===== src/verilog/placeholder_unused.sv =====
`timescale 1ns/1ps
`default_nettype none
`default_nettype wire


===== src/verilog/supply_backup_pkg.sv =====
`default_nettype none
package supply_backup_pkg;

  // Register indices; byte address is four times the index
  localparam logic [5:0] PORT02_IDX  = 6'h02;
  localparam logic [5:0] PORT04_IDX  = 6'h04;
  localparam logic [5:0] STATUS_IDX  = 6'h06;

  // Field positions in port 0x02
  localparam int ISOLATE_BIT  = 2;
  // Field positions in port 0x04
  localparam int VIBRATOR_BIT = 0;
  localparam int BACKLIGHT_BIT = 1;
  localparam int DUMMY_BIT    = 3;
  localparam int QUIET_BIT    = 4;

  // Status field positions
  localparam int ST_LOW_SUPPLY = 0;
  localparam int ST_CPU_RESET  = 1;
  localparam int ST_RX_ACTIVE  = 2;
  localparam int ST_SHUTDOWN   = 3;
  localparam int ST_SWITCH_ON  = 4;
  localparam int ST_SRAM_BLOCK = 5;

  // Reset values
  localparam logic [7:0] PORT02_RESET = 8'h00;
  localparam logic [7:0] PORT04_RESET = 8'h00;

  // SRAM control strobes, all active low
  typedef struct packed {
    logic ce_n;
    logic we_n;
    logic oe_n;
  } sram_ctrl_t;

  localparam sram_ctrl_t SRAM_IDLE = '{ce_n: 1'b1, we_n: 1'b1, oe_n: 1'b1};

endpackage
`default_nettype wire


===== src/verilog/supply_backup_gating.sv =====
// Our own choices: register access over Avalon-MM and the register offsets.
`timescale 1ns/1ps
`default_nettype none
// Overview of operation
// - Low-supply reset blocks SRAM access and releases SRAM data and control lines.
// - Low-supply reset holds processor reset output high until it drops.
// - Bit 4 of port 0x04 turns radio-quiet mode on or off.
// - Low-supply reset or backup-isolate bit turns rail-link switch off.
// - Otherwise rail-link switch stays on so main rail charges backup rail.
// - Quiet mode plus active receive shuts the up-converter during receive.
// - While shut for backup, vibrator and backlight enables are forced off.
// - Dummy load enabled keeps up-converter running, overriding quiet shutdown.
// - Receive ending restores gated outputs; stored software settings stay untouched.
// - Up-converter shutdown combines quiet bit with current receive state.
// - Processor reset is OR of low-supply, watchdog and all-keys resets.
// - Backup-isolate is bit 2 of port 0x02, software writable.
module supply_backup_gating
  import supply_backup_pkg::*;
#(
  parameter int SRAM_DW = 8
)(
  // Clock and reset
  input  wire  logic               CLK_SYS,
  input  wire  logic               RST,
  // Avalon-MM slave
  input  wire  logic [7:0]         AVS_ADDRESS,
  input  wire  logic               AVS_READ,
  input  wire  logic               AVS_WRITE,
  input  wire  logic [31:0]        AVS_WRITEDATA,
  output logic [31:0]              AVS_READDATA,
  output logic                     AVS_WAITREQUEST,
  // Asynchronous reset sources and radio state
  input  wire  logic               LOW_SUPPLY_RESET,
  input  wire  logic               WATCHDOG_RESET_SRC,
  input  wire  logic               ALL_KEYS_RESET_SRC,
  input  wire  logic               RADIO_RECEIVE_ACTIVE,
  // Processor side of the SRAM bus
  input  wire  logic               CPU_SRAM_CE_N,
  input  wire  logic               CPU_SRAM_WE_N,
  input  wire  logic               CPU_SRAM_OE_N,
  input  wire  logic [SRAM_DW-1:0] CPU_SRAM_DQ_O,
  input  wire  logic               CPU_SRAM_DQ_OE,
  // SRAM pins
  output logic                     SRAM_CE_N,
  output logic                     SRAM_WE_N,
  output logic                     SRAM_OE_N,
  output logic                     SRAM_CTRL_OE,
  output logic [SRAM_DW-1:0]       SRAM_DQ_O,
  output logic                     SRAM_DQ_OE,
  // Power and load controls
  output logic                     CPU_RESET_OUT,
  output logic                     RAIL_LINK_SWITCH_ON,
  output logic                     UPCONV_SHUTDOWN_N,
  output logic                     VIBRATOR_EN,
  output logic                     BACKLIGHT_EN,
  output logic                     DUMMY_LOAD_EN
);

  ////////////////////////////////////////////////////////////////////////////
  // Input synchronisers

  logic [3:0] async_in;
  logic [3:0] sync1_reg;
  logic [3:0] sync2_reg;
  logic       low_supply_reset;
  logic       watchdog_reset_src;
  logic       all_keys_reset_src;
  logic       radio_receive_active;

  assign async_in = {RADIO_RECEIVE_ACTIVE, ALL_KEYS_RESET_SRC, WATCHDOG_RESET_SRC, LOW_SUPPLY_RESET};

  // Low supply taken as asserted while in reset, so nothing leaks early
  always_ff @(posedge CLK_SYS or posedge RST)
  begin
    if (RST)
    begin
      sync1_reg <= 4'h1;
      sync2_reg <= 4'h1;
    end
    else
    begin
      sync1_reg <= async_in;
      sync2_reg <= sync1_reg;
    end
  end

  assign low_supply_reset     = sync2_reg[0];
  assign watchdog_reset_src   = sync2_reg[1];
  assign all_keys_reset_src   = sync2_reg[2];
  assign radio_receive_active = sync2_reg[3];

  ////////////////////////////////////////////////////////////////////////////
  // Avalon-MM slave

  logic [7:0]  port02_reg;
  logic [7:0]  port04_reg;
  logic [7:0]  status_word;
  logic [5:0]  word_idx;
  logic        request;
  logic        wait_reg;
  logic [31:0] rdata_reg;

  assign word_idx = AVS_ADDRESS[7:2];
  assign request  = AVS_READ | AVS_WRITE;

  // Waitrequest drops for one cycle after a request is seen
  always_ff @(posedge CLK_SYS or posedge RST)
  begin
    if (RST)
      wait_reg <= 1'b1;
    else if (request && wait_reg)
      wait_reg <= 1'b0;
    else
      wait_reg <= 1'b1;
  end

  // Read data captured on the first cycle, so it stands when waitrequest drops
  always_ff @(posedge CLK_SYS or posedge RST)
  begin
    if (RST)
      rdata_reg <= 32'h0000_0000;
    else if (AVS_READ && wait_reg)
    begin
      case (word_idx)
        PORT02_IDX: rdata_reg <= {24'h00_0000, port02_reg};
        PORT04_IDX: rdata_reg <= {24'h00_0000, port04_reg};
        STATUS_IDX: rdata_reg <= {24'h00_0000, status_word};
        default:    rdata_reg <= 32'h0000_0000; // Unmapped reads as zero
      endcase
    end
  end

  // Writes land on the completing edge only; unmapped writes vanish
  always_ff @(posedge CLK_SYS or posedge RST)
  begin
    if (RST)
    begin
      port02_reg <= PORT02_RESET;
      port04_reg <= PORT04_RESET;
    end
    else if (AVS_WRITE && !wait_reg)
    begin
      if (word_idx == PORT02_IDX)
        port02_reg <= AVS_WRITEDATA[7:0];
      if (word_idx == PORT04_IDX)
        port04_reg <= AVS_WRITEDATA[7:0];
    end
  end

  assign AVS_WAITREQUEST = wait_reg;
  assign AVS_READDATA    = rdata_reg;

  ////////////////////////////////////////////////////////////////////////////
  // Power gating decisions

  logic radio_quiet_mode;
  logic backup_isolate_n;
  logic shut_next;
  logic switch_next;
  logic cpu_reset_next;
  sram_ctrl_t cpu_ctrl;
  sram_ctrl_t ctrl_next;

  assign radio_quiet_mode = port04_reg[QUIET_BIT];
  assign backup_isolate_n = ~port02_reg[ISOLATE_BIT];

  // Dummy load outranks quiet mode; pure level logic so receive end restores all
  assign shut_next = radio_quiet_mode & radio_receive_active & ~port04_reg[DUMMY_BIT];

  // Switch cannot be re-closed by software while supply is low
  assign switch_next = ~low_supply_reset & backup_isolate_n;

  assign cpu_reset_next = low_supply_reset | watchdog_reset_src | all_keys_reset_src;

  assign cpu_ctrl  = '{ce_n: CPU_SRAM_CE_N, we_n: CPU_SRAM_WE_N, oe_n: CPU_SRAM_OE_N};
  assign ctrl_next = low_supply_reset ? SRAM_IDLE : cpu_ctrl;

  // Load and power outputs, registered
  always_ff @(posedge CLK_SYS or posedge RST)
  begin
    if (RST)
    begin
      CPU_RESET_OUT       <= 1'b1;
      RAIL_LINK_SWITCH_ON <= 1'b0;
      UPCONV_SHUTDOWN_N   <= 1'b1;
      VIBRATOR_EN         <= 1'b0;
      BACKLIGHT_EN        <= 1'b0;
      DUMMY_LOAD_EN       <= 1'b0;
    end
    else
    begin
      CPU_RESET_OUT       <= cpu_reset_next;
      RAIL_LINK_SWITCH_ON <= switch_next;
      UPCONV_SHUTDOWN_N   <= ~shut_next;
      VIBRATOR_EN         <= port04_reg[VIBRATOR_BIT] & ~shut_next;
      BACKLIGHT_EN        <= port04_reg[BACKLIGHT_BIT] & ~shut_next;
      DUMMY_LOAD_EN       <= port04_reg[DUMMY_BIT];
    end
  end

  // SRAM lines; released entirely while supply is low to protect contents
  always_ff @(posedge CLK_SYS or posedge RST)
  begin
    if (RST)
    begin
      SRAM_CE_N    <= SRAM_IDLE.ce_n;
      SRAM_WE_N    <= SRAM_IDLE.we_n;
      SRAM_OE_N    <= SRAM_IDLE.oe_n;
      SRAM_CTRL_OE <= 1'b0;
      SRAM_DQ_O    <= '0;
      SRAM_DQ_OE   <= 1'b0;
    end
    else
    begin
      SRAM_CE_N    <= ctrl_next.ce_n;
      SRAM_WE_N    <= ctrl_next.we_n;
      SRAM_OE_N    <= ctrl_next.oe_n;
      SRAM_CTRL_OE <= ~low_supply_reset;
      SRAM_DQ_O    <= CPU_SRAM_DQ_O;
      SRAM_DQ_OE   <= CPU_SRAM_DQ_OE & ~low_supply_reset;
    end
  end

  // Status view of live state for software
  assign status_word = {2'b00, ~SRAM_CTRL_OE, RAIL_LINK_SWITCH_ON, ~UPCONV_SHUTDOWN_N,
                        radio_receive_active, CPU_RESET_OUT, low_supply_reset};

endmodule
`default_nettype wire


===== config.mk =====
export PLATFORM = sky130hd
export DESIGN_NAME = supply_backup_gating
export DESIGN_NICKNAME = d
export VERILOG_FILES = /design/src/verilog/placeholder_unused.sv /design/src/verilog/supply_backup_pkg.sv /design/src/verilog/supply_backup_gating.sv
export SDC_FILE = /design/constraint.sdc
export NUM_CORES = 1
export LEC_CHECK = 0
export BUFFER_PORTS_ARGS = -buffer_cell sky130_fd_sc_hd__buf_2
export CORE_AREA = 2 2 52 102
export DETAILED_ROUTE_END_ITERATION = 10
export DIE_AREA = 0 0 54 104
export PLACE_DENSITY = 0.76
export SLEW_MARGIN = 20
export SYNTH_ARGS = -nofsm -noshare
export SYNTH_HDL_FRONTEND = slang
export SYNTH_SLANG_ARGS = --single-unit

===== constraint.sdc =====
create_clock -name CLK_SYS -period 2.08 [get_ports CLK_SYS]
set_input_delay 0.416 -clock CLK_SYS [delete_from_list [all_inputs] [get_ports CLK_SYS]]
set_output_delay 0.416 -clock CLK_SYS [all_outputs]
set_load 0.005 [all_outputs]

==> summary.md <==
| Metric | Value |
|---|---|
| CP Launch Type | `register` |
| Crit Path Category | `register to output pin` |
| CP cell instances | `buf_2` |
| Xor/xnor cell area share of the yosys netlist | `0%` |
| #FFs+latches synth | `52` |
| Post-synthesis compound-gate area fraction | `5.88%` |
| Area leader, netlist | `dfrtp_1` |
| Clock buffer count from CTS | `5` |
| Die Width | `54 µm` |
| Synth top area cells | `dfrtp_1, mux2_2, dfstp_2, buf_4, a22oi_1` |
| Pwr Density | `approximately 750 mW/mm²` |
| Initial antenna violation count | `0` |
| Final wirelength | `3.68 mm` |
| Via density | `between 4 and 5` |
| Crit-path slowest cell | `dfstp_2` |
| Post-Synthesis Cells | `roughly 150` |
| P_int | `between 1 and 1.5 mW` |
| Sw frac | `approximately a quarter` |
| Initial drt markers | `23` |
| Initial core utilization | `between 40 and 50%` |
| Cts repair resizes | `0` |
| Dpl hpwl | `~2.9 mm` |
| CORE AREA | `slightly below 0.005 mm²` |
| Worst hold-check path type | `input port to asynchronous set/reset pin` |
| Register share of total power | `between 60% and 70%` |
| Buf/Inv on CP | `1` |
| Reg2Reg Setup Slack | `between 0.7 and 0.8 ns` |
| Synth-to-layout area growth | `18.4%` |
| CTS tree | `yes` |
| VDD IR-drop max | `approximately 0.55 mV` |
| Avg Cell Area, Syn | `~14 µm²` |
| Drt pass-1 iters | `3` |
| Clk_lat worst skew | `roughly 0.30 ns` |
| Setup_tns | `0 ns` |
| Vias in the first global route | `1247` |
| Final Cycle Share | `between 60% and 70%` |
| Synthesized area | `approximately 0.002 mm²` |
| LEAKAGE | `roughly 1.2 nW` |
| Reg-to-reg startpoint | `AVS_WAITREQUEST` |
| Hold buffer count at cts | `0` |
| Sequential-to-total area share from yosys stat | `64.2%` |
| CTS sink count | `52` |
| Yosys cell types | `19` |
| Die Y | `~100 µm` |
| Synth warn | `0` |
| Placer Congestion | `0.697` |
| Vias post-DR | `approximately 1.3k` |
| Count of final hold-check violations | `0` |
| First-pass GRT wire length | `5.95 mm` |
| CP startpoint | `AVS_WAITREQUEST` |
| Status | `finished clean` |
| Worst EP required | `1.66 ns` |
| Worst path max stage delay | `0.57 ns` |
| Port bufs | `61` |
| Boundary pin count | `between 100 and 150` |
| Clock buffer depth | `2` |
| Delay-heaviest family, CP | `flip-flops` |
| Arr. time, crit path | `just under 1 ns` |
| Clock Pin Slew Worst Setup and Hold Paths | `0.09 ns` |
| Critical Path End Type | `output pin` |
| Num rows | `36` |
| Core Util, Final | `49.7%` |
| Share of layout cells above drive strength 1 | `about 50%` |
| Fill count | `~470` |
| Number of setup violations in the final report | `0` |
| Post-route DRC | `0` |
| Skew final | `~0.013 ns` |
| Crit path time final | `between 1 and 1.5 ns` |
| RSZ-0062 raised after global routing | `false` |
| FMAX | `roughly 710 MHz` |
| Largest family of logic cells by synthesized area | `multiplexers` |
| Top cell type's share of synthesized area | `a little over half` |
| Largest net degree at the start of global routing | `24` |
| Setup Fix Bufs, Post-CTS | `0` |
| Average wire per standard cell | `~13 µm` |
| Clock share of power | `approximately 30%` |
| H-tree depth reported by CTS | `2` |
| Max-cap violations | `0` |
| Post-Synth Simple-Gate Area | `between 8 and 9%` |
| Die ar. | `between 0.005 and 0.006 mm²` |
| Crit path max fanout | `5` |
| Sw power | `about 430 µW` |
| Grt ovf | `0` |
| Root buffer cell | `clkbuf_8` |
| Gate power share | `roughly a tenth` |
| Total GRT Usage | `between 10% and 20%` |
| ANT cells | `0` |
| Final net count | `around 280` |
| Mux cell area share after synthesis | `between 10 and 15%` |
| Synth Area in Adders | `0%` |
| Post-route ant nets | `0` |
| Slew Limit Fails | `0` |
## synthesized netlist by cell type
master    instances
or3_1             1
inv_1             2
nand3_1           1
a22oi_1          10
and2b_1           1
nand3_2           2
buf_4            26
nand2_1           9
and2_1            2
nor4_4            1
o21ai_0           9
nor2b_1           7
dfstp_2           8
mux2_2           20
or2_2             3
dfrtp_1          44
nand3b_1          1
nor2_1            1
conb_1            1
## power groups by stage
stage	clock network, mW	registers (mW)	logic (mW)
global placement	0	1.12	0.168
global route	0.618	1.11	0.192
detailed placement	0	1.12	0.172
floorplan	0	1.12	0.122
finish	0.547	1.10	0.169
CTS	0.574	1.10	0.172
## layer usage
layer / global-route usage [%] / vias to the layer above / wire length [µm]
li1: - / 590 / -
met1: 14.6 / 604 / 1160
met2: 26.2 / 54 / 2200
met3: 2.87 / 8 / 213
met4: 8.57 / 0 / 104
met5: 0 / - / 0
## logic make-up (layout without fill, tap and decap cells)
family                 Yosys count  in the layout
AO/OA/AOI/OAI                   19             19
buffers and inverters           28             74
flip-flops                      52             52
multiplexers                    20             20
other                            1             24
AND/OR/NAND/NOR                 29             29
## stage by stage
stage | total power, mW | setup slack, ns | hold WS [ns] | area, µm² | std cells
6_report | 1.82 | 0.675 | 0.116 | 2420 | 275
5_1_grt | 1.92 | 0.626 | 0.133 | 2420 | 275
4_1_cts | 1.85 | 0.662 | 0.122 | 2420 | 275
3_5_place_dp | 1.30 | 0.405 | 0.336 | 2330 | 267
3_3_place_gp | 1.29 | 0.455 | 0.332 | 2330 | 267
2_1_floorplan | 1.24 | 0.419 | 0.331 | 2130 | 172
## cells in the final DEF, fill, tap and decap left out, types with 2 or more instances in the layout
cell,n
o21ai_0,9
dfstp_2,8
or2_2,3
and2_1,2
nand2_1,9
clkbuf_8,5
buf_2,61
dfrtp_1,44
a22oi_1,10
mux2_2,20
buf_4,3
nand3_2,2
nor2b_1,7
conb_1,24
## worst paths after layout
kind	end	depth (start not counted)
min in group CLK_SYS	sync1_reg[0]	1
setup reg to reg	port04_reg[2]	3
max in group asynchronous	sync1_reg[0]	3
hold reg to reg	sync2_reg[1]	0
hold / removal	port04_reg[6]	2
setup / recovery	AVS_WAITREQUEST	1
## cell type report
cell class / count / area (µm²) / share of cell area (%)
flip-flops and latches: 52 / 1310 / 54.2
inverters: 2 / 7.51 / 0.310
multi-input cells: 92 / 616 / 25.5
repair buffers: 64 / 328 / 13.6
well taps: 57 / 71.3 / 2.95
clock inverters: 2 / 12.5 / 0.517
clock buffers: 6 / 72.6 / 3.00
Power figures use the tool's default switching activity.
